--- config.mk ---
export PLATFORM = sky130hd
export DESIGN_NAME = tfs_timer_flag_skip
export DESIGN_NICKNAME = d
export VERILOG_FILES = /design/src/tfs_pkg.sv /design/src/tfs_sticky.sv /design/src/tfs_skip_test.sv /design/src/tfs_timer_flag_skip.sv
export VERILOG_INCLUDE_DIRS = /design/src
export SDC_FILE = /design/constraint.sdc
export NUM_CORES = 1
export LEC_CHECK = 0
export BUFFER_PORTS_ARGS = -buffer_cell sky130_fd_sc_hd__buf_4
export CAP_MARGIN = 5
export CORE_MARGIN = 4
export CORE_UTILIZATION = 43
export CTS_BUF_LIST = sky130_fd_sc_hd__clkbuf_2
export DETAILED_ROUTE_END_ITERATION = 10
export PLACE_DENSITY = 0.84
export SYNTH_ARGS = -nofsm -noshare
export SYNTH_HDL_FRONTEND = slang
export SYNTH_SLANG_ARGS = --single-unit
--- constraint.sdc ---
create_clock -name core_clk_i -period 3.9 [get_ports core_clk_i]
set_clock_uncertainty 0.1 [all_clocks]
set_input_delay 0.195 -clock core_clk_i [delete_from_list [all_inputs] [get_ports core_clk_i]]
set_output_delay 0.195 -clock core_clk_i [all_outputs]
set_load 0.05 [all_outputs]
--- src/tfs_regs.svh ---
`ifndef TFS_REGS_SVH
`define TFS_REGS_SVH

// register byte offsets
`define TFS_OFS_INT_CTRL2 8'h00
`define TFS_OFS_FLAGS 8'h04
`define TFS_OFS_IRQ_STATUS 8'h08
`define TFS_OFS_IRQ_MASK 8'h0C

// interrupt_control_second fields
`define TFS_BIT_T4_EN 3
`define TFS_BIT_T5_EN 1
`define TFS_INT_CTRL2_W 4
`define TFS_INT_CTRL2_RST 4'h0

// request flag positions (flags register and flag vector)
`define TFS_FLAG_T4 0
`define TFS_FLAG_T5 1
`define TFS_FLAG_SIO 2
`define TFS_FLAG_SKIP 3
`define TFS_FLAG_W 3

// interrupt status / mask positions
`define TFS_IRQ_T4_SKIP 0
`define TFS_IRQ_T5_SKIP 1
`define TFS_IRQ_SIO_START 2
`define TFS_IRQ_SIO_DONE 3
`define TFS_IRQ_W 4
`define TFS_IRQ_MASK_RST 4'h0

// instruction words
`define TFS_OPC_SKIP_T5 10'h284
`define TFS_OPC_SIO_START 10'h29E

`endif

--- src/tfs_pkg.sv ---
package tfs_pkg;

  typedef enum logic [1:0] {
    TFS_OP_NONE = 2'b00,
    TFS_OP_SKIP_T4 = 2'b01,
    TFS_OP_SKIP_T5 = 2'b10,
    TFS_OP_SIO_START = 2'b11
  } tfs_op_e;

  typedef enum logic [1:0] {
    TFS_BUS_IDLE = 2'b00,
    TFS_BUS_WRITE = 2'b01,
    TFS_BUS_READ = 2'b10
  } tfs_bus_e;

endpackage

--- src/tfs_sticky.sv ---
`timescale 1ns/100ps

// sticky flag bank: a set in the same cycle as a clear wins
module tfs_sticky #(
  parameter int W = 1
) (
  input wire logic core_clk_i,
  input wire logic reset_i,
  input wire logic [W-1:0] set_i,
  input wire logic [W-1:0] clr_i,
  output logic [W-1:0] q_o
);

  always_ff @(posedge core_clk_i or posedge reset_i)
  begin
    if (reset_i)
    begin
      q_o <= '0;
    end
    else
    begin
      q_o <= (q_o & ~clr_i) | set_i;
    end
  end

endmodule

--- src/tfs_skip_test.sv ---
`timescale 1ns/100ps

// one timer flag test: skip and clear only while the enable bit is low
module tfs_skip_test (
  input wire logic exec_i,
  input wire logic enable_bit_i,
  input wire logic flag_i,
  output logic skip_o,
  output logic clear_o
);

  // enable high turns the test into a plain no-operation
  assign skip_o = exec_i & ~enable_bit_i & flag_i;
  assign clear_o = skip_o;

endmodule

--- src/tfs_timer_flag_skip.sv ---
// Register access over AHB-Lite and the register addresses are this design's own decisions.
`timescale 1ns/100ps
`include "tfs_regs.svh"

module tfs_timer_flag_skip #(
  parameter logic [9:0] SKIP_T4_OPCODE = 10'h283
) (
  input wire logic core_clk_i,
  input wire logic reset_i,
  // instruction sequencer
  input wire logic instr_valid_i,
  input wire logic [9:0] instr_code_i,
  output logic skip_next_o,
  output logic nop_cycle_o,
  output tfs_pkg::tfs_op_e last_op_o,
  // timer and serial units
  input wire logic timer4_event_i,
  input wire logic timer5_event_i,
  input wire logic serial_done_event_i,
  output logic timer4_request_flag_o,
  output logic timer5_request_flag_o,
  output logic serial_done_flag_o,
  output logic serial_start_o,
  // AHB-Lite slave
  input wire logic hsel_i,
  input wire logic [31:0] haddr_i,
  input wire logic [1:0] htrans_i,
  input wire logic hwrite_i,
  input wire logic [2:0] hsize_i,
  input wire logic [31:0] hwdata_i,
  input wire logic hready_i,
  output logic [31:0] hrdata_o,
  output logic hreadyout_o,
  output logic hresp_o,
  output logic irq_o
);

  import tfs_pkg::*;

  logic [`TFS_INT_CTRL2_W-1:0] interrupt_control_second;
  logic [`TFS_IRQ_W-1:0] irq_mask;
  logic [`TFS_IRQ_W-1:0] irq_status;
  logic [`TFS_IRQ_W-1:0] irq_set;
  logic [`TFS_IRQ_W-1:0] irq_clr;
  logic [`TFS_FLAG_W-1:0] flags;
  logic [`TFS_FLAG_W-1:0] flag_set;
  logic [`TFS_FLAG_W-1:0] flag_clr;
  logic timer4_irq_enable_bit;
  logic timer5_irq_enable_bit;
  logic skip_pending;
  logic exec;
  tfs_op_e op;
  logic skip_on_timer4_request;
  logic skip_on_timer5_request;
  logic serial_transfer_start_op;
  logic t4_skip;
  logic t4_clear;
  logic t5_skip;
  logic t5_clear;
  tfs_bus_e bus_state;
  tfs_bus_e next_bus_state;
  logic [7:0] bus_addr;
  logic addr_phase;
  logic [7:0] addr_ofs;
  logic [31:0] next_rdata;
  logic wr_ctrl;
  logic wr_status;
  logic wr_mask;

  // ---------------- instruction decode ----------------

  // an instruction that follows a taken skip is swallowed here, so a
  // swallowed serial start or flag test has no effect at all
  assign exec = instr_valid_i & ~skip_pending;

  always_comb
  begin
    op = TFS_OP_NONE;
    if (exec)
    begin
      case (instr_code_i)
        SKIP_T4_OPCODE:
        begin
          op = TFS_OP_SKIP_T4;
        end
        `TFS_OPC_SKIP_T5:
        begin
          op = TFS_OP_SKIP_T5;
        end
        `TFS_OPC_SIO_START:
        begin
          op = TFS_OP_SIO_START;
        end
        default:
        begin
          op = TFS_OP_NONE;
        end
      endcase
    end
  end

  assign skip_on_timer4_request = (op == TFS_OP_SKIP_T4);
  assign skip_on_timer5_request = (op == TFS_OP_SKIP_T5);
  assign serial_transfer_start_op = (op == TFS_OP_SIO_START);

  assign timer4_irq_enable_bit =
    interrupt_control_second[`TFS_BIT_T4_EN];
  assign timer5_irq_enable_bit =
    interrupt_control_second[`TFS_BIT_T5_EN];

  tfs_skip_test u_t4_test (
    .exec_i(skip_on_timer4_request),
    .enable_bit_i(timer4_irq_enable_bit),
    .flag_i(flags[`TFS_FLAG_T4]),
    .skip_o(t4_skip),
    .clear_o(t4_clear)
  );

  tfs_skip_test u_t5_test (
    .exec_i(skip_on_timer5_request),
    .enable_bit_i(timer5_irq_enable_bit),
    .flag_i(flags[`TFS_FLAG_T5]),
    .skip_o(t5_skip),
    .clear_o(t5_clear)
  );

  // handshake towards the sequencer: skip in the same cycle as the test, nop on the swallowed instruction
  assign skip_next_o = t4_skip | t5_skip;
  assign nop_cycle_o = instr_valid_i & skip_pending;

  // a skip arms the kill for exactly the next valid instruction
  always_ff @(posedge core_clk_i or posedge reset_i)
  begin
    if (reset_i)
    begin
      skip_pending <= 1'b0;
    end
    else if (skip_next_o)
    begin
      skip_pending <= 1'b1;
    end
    else if (instr_valid_i)
    begin
      skip_pending <= 1'b0;
    end
  end

  always_ff @(posedge core_clk_i or posedge reset_i)
  begin
    if (reset_i)
    begin
      last_op_o <= TFS_OP_NONE;
    end
    else if (exec)
    begin
      last_op_o <= op;
    end
  end

  // ---------------- request flags ----------------

  // a fresh timer event in the clearing cycle keeps the flag set
  always_comb
  begin
    flag_set = '0;
    flag_clr = '0;
    flag_set[`TFS_FLAG_T4] = timer4_event_i;
    flag_set[`TFS_FLAG_T5] = timer5_event_i;
    flag_set[`TFS_FLAG_SIO] = serial_done_event_i;
    flag_clr[`TFS_FLAG_T4] = t4_clear;
    flag_clr[`TFS_FLAG_T5] = t5_clear;
    flag_clr[`TFS_FLAG_SIO] = serial_transfer_start_op;
  end

  tfs_sticky #(
    .W(`TFS_FLAG_W)
  ) u_flags (
    .core_clk_i(core_clk_i),
    .reset_i(reset_i),
    .set_i(flag_set),
    .clr_i(flag_clr),
    .q_o(flags)
  );

  assign timer4_request_flag_o = flags[`TFS_FLAG_T4];
  assign timer5_request_flag_o = flags[`TFS_FLAG_T5];
  assign serial_done_flag_o = flags[`TFS_FLAG_SIO];

  // one-cycle start strobe to the serial unit
  always_ff @(posedge core_clk_i or posedge reset_i)
  begin
    if (reset_i)
    begin
      serial_start_o <= 1'b0;
    end
    else
    begin
      serial_start_o <= serial_transfer_start_op;
    end
  end

  // ---------------- AHB-Lite slave ----------------

  // zero wait states: read data is fetched in the address phase
  assign hreadyout_o = 1'b1;
  assign hresp_o = 1'b0;
  assign addr_phase = hsel_i & htrans_i[1] & hready_i;
  assign addr_ofs = {haddr_i[7:2], 2'b00};

  always_comb
  begin
    next_bus_state = TFS_BUS_IDLE;
    case ({addr_phase, hwrite_i})
      2'b11:
      begin
        next_bus_state = TFS_BUS_WRITE;
      end
      2'b10:
      begin
        next_bus_state = TFS_BUS_READ;
      end
      default:
      begin
        next_bus_state = TFS_BUS_IDLE;
      end
    endcase
  end

  always_ff @(posedge core_clk_i or posedge reset_i)
  begin
    if (reset_i)
    begin
      bus_state <= TFS_BUS_IDLE;
      bus_addr <= 8'h00;
    end
    else if (hready_i)
    begin
      bus_state <= next_bus_state;
      bus_addr <= addr_ofs;
    end
  end

  // upper address bits are not decoded; the block aliases every 256 bytes
  // a read pipelined right behind a write still sees the value before it
  always_comb
  begin
    next_rdata = 32'h0000_0000;
    case (addr_ofs)
      `TFS_OFS_INT_CTRL2:
      begin
        next_rdata[`TFS_INT_CTRL2_W-1:0] = interrupt_control_second;
      end
      `TFS_OFS_FLAGS:
      begin
        next_rdata[`TFS_FLAG_W-1:0] = flags;
        next_rdata[`TFS_FLAG_SKIP] = skip_pending;
      end
      `TFS_OFS_IRQ_STATUS:
      begin
        next_rdata[`TFS_IRQ_W-1:0] = irq_status;
      end
      `TFS_OFS_IRQ_MASK:
      begin
        next_rdata[`TFS_IRQ_W-1:0] = irq_mask;
      end
      default:
      begin
        next_rdata = 32'h0000_0000;
      end
    endcase
  end

  always_ff @(posedge core_clk_i or posedge reset_i)
  begin
    if (reset_i)
    begin
      hrdata_o <= 32'h0000_0000;
    end
    else if (addr_phase && !hwrite_i)
    begin
      hrdata_o <= next_rdata;
    end
  end

  assign wr_ctrl = (bus_state == TFS_BUS_WRITE) &&
    (bus_addr == `TFS_OFS_INT_CTRL2);
  assign wr_status = (bus_state == TFS_BUS_WRITE) &&
    (bus_addr == `TFS_OFS_IRQ_STATUS);
  assign wr_mask = (bus_state == TFS_BUS_WRITE) &&
    (bus_addr == `TFS_OFS_IRQ_MASK);

  always_ff @(posedge core_clk_i or posedge reset_i)
  begin
    if (reset_i)
    begin
      interrupt_control_second <= `TFS_INT_CTRL2_RST;
    end
    else if (wr_ctrl)
    begin
      interrupt_control_second <= hwdata_i[`TFS_INT_CTRL2_W-1:0];
    end
  end

  always_ff @(posedge core_clk_i or posedge reset_i)
  begin
    if (reset_i)
    begin
      irq_mask <= `TFS_IRQ_MASK_RST;
    end
    else if (wr_mask)
    begin
      irq_mask <= hwdata_i[`TFS_IRQ_W-1:0];
    end
  end

  // ---------------- interrupt status ----------------

  always_comb
  begin
    irq_set = '0;
    irq_set[`TFS_IRQ_T4_SKIP] = t4_skip;
    irq_set[`TFS_IRQ_T5_SKIP] = t5_skip;
    irq_set[`TFS_IRQ_SIO_START] = serial_transfer_start_op;
    irq_set[`TFS_IRQ_SIO_DONE] = serial_done_event_i;
    irq_clr = wr_status ? hwdata_i[`TFS_IRQ_W-1:0] : '0;
  end

  tfs_sticky #(
    .W(`TFS_IRQ_W)
  ) u_irq (
    .core_clk_i(core_clk_i),
    .reset_i(reset_i),
    .set_i(irq_set),
    .clr_i(irq_clr),
    .q_o(irq_status)
  );

  assign irq_o = |(irq_status & irq_mask);

endmodule

==> results.sh <==
export IMPL_wire_per_inst_um=13.2
export IMPL_htreeDepth=2
export IMPL_synthMuxAreaShare_pct=15.2
export IMPL_worstPathMaxFanout=7
export IMPL_fin_crit_sh_pct=53.0
export IMPL_postCtsSetupRepairBufs=0
export IMPL_r2r_start="bus_addr[5]$_DFFE_PP0P_"
export IMPL_status="complete, no violations"
export IMPL_dpl_worst_slack_ps=2130
export IMPL_postLayoutSetupSlackWorst_ps=1830
export IMPL_synthCells=159
export IMPL_postRouteAntennaNets=0
export IMPL_synth_top_family_by_area="buffers and inverters"
export IMPL_core_area_mm2=0.00377
export IMPL_die_height_um=71.4
export IMPL_synth_fa_ha_area_share_pct=0
export IMPL_worst_r2r_setup_slack_ps=1890
export IMPL_drc=0
export IMPL_synth_distinct_cells=40
export IMPL_yosysSeqAreaShare_pct=44.9
export IMPL_multiInputGateArea_um2=776
export IMPL_yosys_area_share_xor_xnor_pct=0
export IMPL_via_count=1275
export IMPL_synthSimpleGateAreaFrac_pct=15.9
export IMPL_start_util_pct=45.9
export IMPL_tns_ps=0
export IMPL_clock_path_buffers=2
export IMPL_worst_r2r_path_depth=5
export IMPL_cts_sinks=31
export IMPL_syn_area_mm2=0.00173
export IMPL_power_leakage_nw=1.07
export IMPL_placement_rows=22
export IMPL_fill_cells=308
export IMPL_port_buffers=42
export IMPL_power_switching_w=0.000231
export IMPL_synth_ff_type="dfrtp_1"
export IMPL_fmax_mhz=484
export IMPL_clkTransAtPathRegs_ps=150
export IMPL_arrival_ps=1770
export IMPL_hold_class="primary input to flop"
export IMPL_globalRouteOverflowTotal=0
export IMPL_ff_latch_area_um2=776
export IMPL_ys_warn_count=0
export IMPL_grt_max_degree=32
export IMPL_total_power_w=0.000740
export IMPL_p_comb_share_pct=23.3
export IMPL_cts_tree="built"
export IMPL_syn2layout_area_growth_pct=27.8
export IMPL_hold_start="hready_i"
export IMPL_crit_required_ps=3610
export IMPL_die_area_mm2=0.00510
export IMPL_grt_pass1_vias=1238
export IMPL_initialDrtViolationCount=57
export IMPL_rsz0062_at_grt="false"
export IMPL_cts_root_buf="clkbuf_2"
export IMPL_ioPinCount=131
export IMPL_vias_per_cell=4.70
export IMPL_setup_viol=0
export IMPL_p_int_w=0.000508
export IMPL_p_sw_share_pct=31.2
export IMPL_die_w_um=71.4
export IMPL_pwr_share_seq_pct=47.9
export IMPL_fin_crit_ps=2070
export IMPL_async_flop_share_pct=100
export IMPL_clkPwrFrac_pct=28.8
export IMPL_numCtsBuffers=5
export IMPL_wirelength_um=3570
export IMPL_clk_latency_ps=360
export IMPL_dp_hpwl_um=2770
export IMPL_finalHoldViolCount=0
export IMPL_cap_violations=0
export IMPL_holdWs_ps=20.1
export IMPL_final_max_slew_violation_count=0
export IMPL_grtUsageTotal_pct=14.4
export IMPL_antenna_found_initial=0
export IMPL_crit_type="flop to primary output"
export IMPL_min_path_cells=2
export IMPL_fin_nets=310
export IMPL_r2r_end="u_irq.q_o[3]$_DFF_PP0_"
export IMPL_drive_gt1_share_pct=31.8
export IMPL_synth_area_per_cell_um2=10.9
export IMPL_gp_congestion=0.805
export IMPL_firstDrtPassIters=4
export IMPL_hold_end="bus_state[1]$_DFFE_PP0P_"
export IMPL_synth_edf_count=0
export IMPL_synth_compound_area_share_pct=7.24
export IMPL_ys_seq_elements=31
export IMPL_crit_path_end_kind="primary output"
export IMPL_power_per_cell_area_mw_per_mm2=335
export IMPL_fin_util_pct=58.6
export IMPL_start_kind="flop"
export IMPL_antenna_cells=0
export IMPL_grt_pass1_wl_um=5800
export IMPL_vdd_ir_drop_max_mv=0.178
worst max-delay path by stage:
stage / startpoint / endpoint / slack, ps / cells past startpoint
floorplan: u_flags.q_o[0]$_DFF_PP0_ / skip_next_o / 2000 / 3
global placement: instr_code_i[5] / skip_next_o / 2190 / 6
detailed placement: instr_code_i[5] / skip_next_o / 2130 / 6
CTS: skip_pending$_DFFE_PP0P_ / skip_next_o / 1830 / 5
global route: skip_pending$_DFFE_PP0P_ / skip_next_o / 1720 / 5
finish: skip_pending$_DFFE_PP0P_ / skip_next_o / 1830 / 5
sequential cells by signal (all words and copies together), names as in the netlist:
| signal | flops |
|---|---|
| skip_pending | 1 |
| u_flags.q_o | 3 |
| interrupt_control_second | 4 |
| last_op_o | 2 |
| bus_state | 2 |
| bus_addr | 6 |
| serial_start_o | 1 |
| hrdata_o | 4 |
| irq_mask | 4 |
| u_irq.q_o | 4 |
logic make-up after synthesis:
| family | after synthesis |
|---|---|
| muxes | 18 |
| buffers and inverters | 43 |
| AOI/OAI and AO/OA | 19 |
| other | 2 |
| DFF | 31 |
| and+or+nand+nor | 46 |
power groups by stage:
| stage | Combinational (W) | Sequential (W) | Clock [W] |
|---|---|---|---|
| global placement | 0.000157 | 0.000359 | 0 |
| floorplan | 0.000135 | 0.000363 | 0 |
| detailed placement | 0.000160 | 0.000360 | 0 |
| global route | 0.000184 | 0.000358 | 0.000238 |
| CTS | 0.000170 | 0.000355 | 0.000219 |
| finish | 0.000172 | 0.000354 | 0.000213 |
per-stage QoR:
step	std cells	cell area [um2]
finish	271	2210
global route	271	2210
CTS	268	2180
detailed placement	246	1980
global placement	246	1980
floorplan	187	1830
routing by layer:
metal | wire (um) | up-vias | track usage, %
met5 | 0 | - | 0
met4 | 61 | 0 | 5.01
met3 | 320 | 9 | 5.19
met2 | 1660 | 54 | 22.2
met1 | 1520 | 593 | 18.7
li1 | - | 619 | -
worst max-delay path: stages, from the launching register on:
cell	delay, ps
dfrtp_1	430
inv_1	100
nand2_1	140
or2_2	370
nor2_1	160
buf_4	220
synthesized netlist by cell type (all sizes together), types with 3 or more instances:
| cell | number | area share, % |
|---|---|---|
| o21ai | 7 | 2.0 |
| inv | 11 | 2.4 |
| nor3 | 3 | 0.87 |
| mux2 | 14 | 10 |
| nor2 | 4 | 0.87 |
| a21o | 3 | 1.3 |
| mux4 | 4 | 5.2 |
| nand2 | 13 | 2.8 |
| dfrtp | 31 | 45 |
| nand4 | 3 | 1.1 |
| nor2b | 3 | 1.1 |
| buf | 32 | 14 |
cells in the final DEF (no fill, tap or decap), types with 2 or more instances in the layout:
cell            n
nor3_1          3
o21ai_0         7
nor2_1          4
mux2_4          4
a21o_1          3
buf_4          43
mux4_2          4
clkbuf_2        5
dlygate4sd3_1  17
nand4_1         3
nand2_1        13
nand4b_1        2
dfrtp_1        31
a22oi_1         2
nand2b_1        2
conb_1         30
o2bb2ai_1       2
inv_1          11
and2_1          2
nor2b_1         3
mux2_2         10
layout make-up:
cell class,instances,area share (%)
flip-flops and latches,31,35.1
inverters,11,1.87
multi-input cells,113,35.1
clock buffers,5,1.13
well taps,48,2.72
repair buffers,60,22.3
clock inverters,3,1.76
what timing repair did:
item,in CTS,in global routing
resized for setup,0,0
endpoints found under the setup margin,0,0
hold buffers,14,3
endpoints found under the hold margin,49,2
Power figures use the tool's default switching activity.
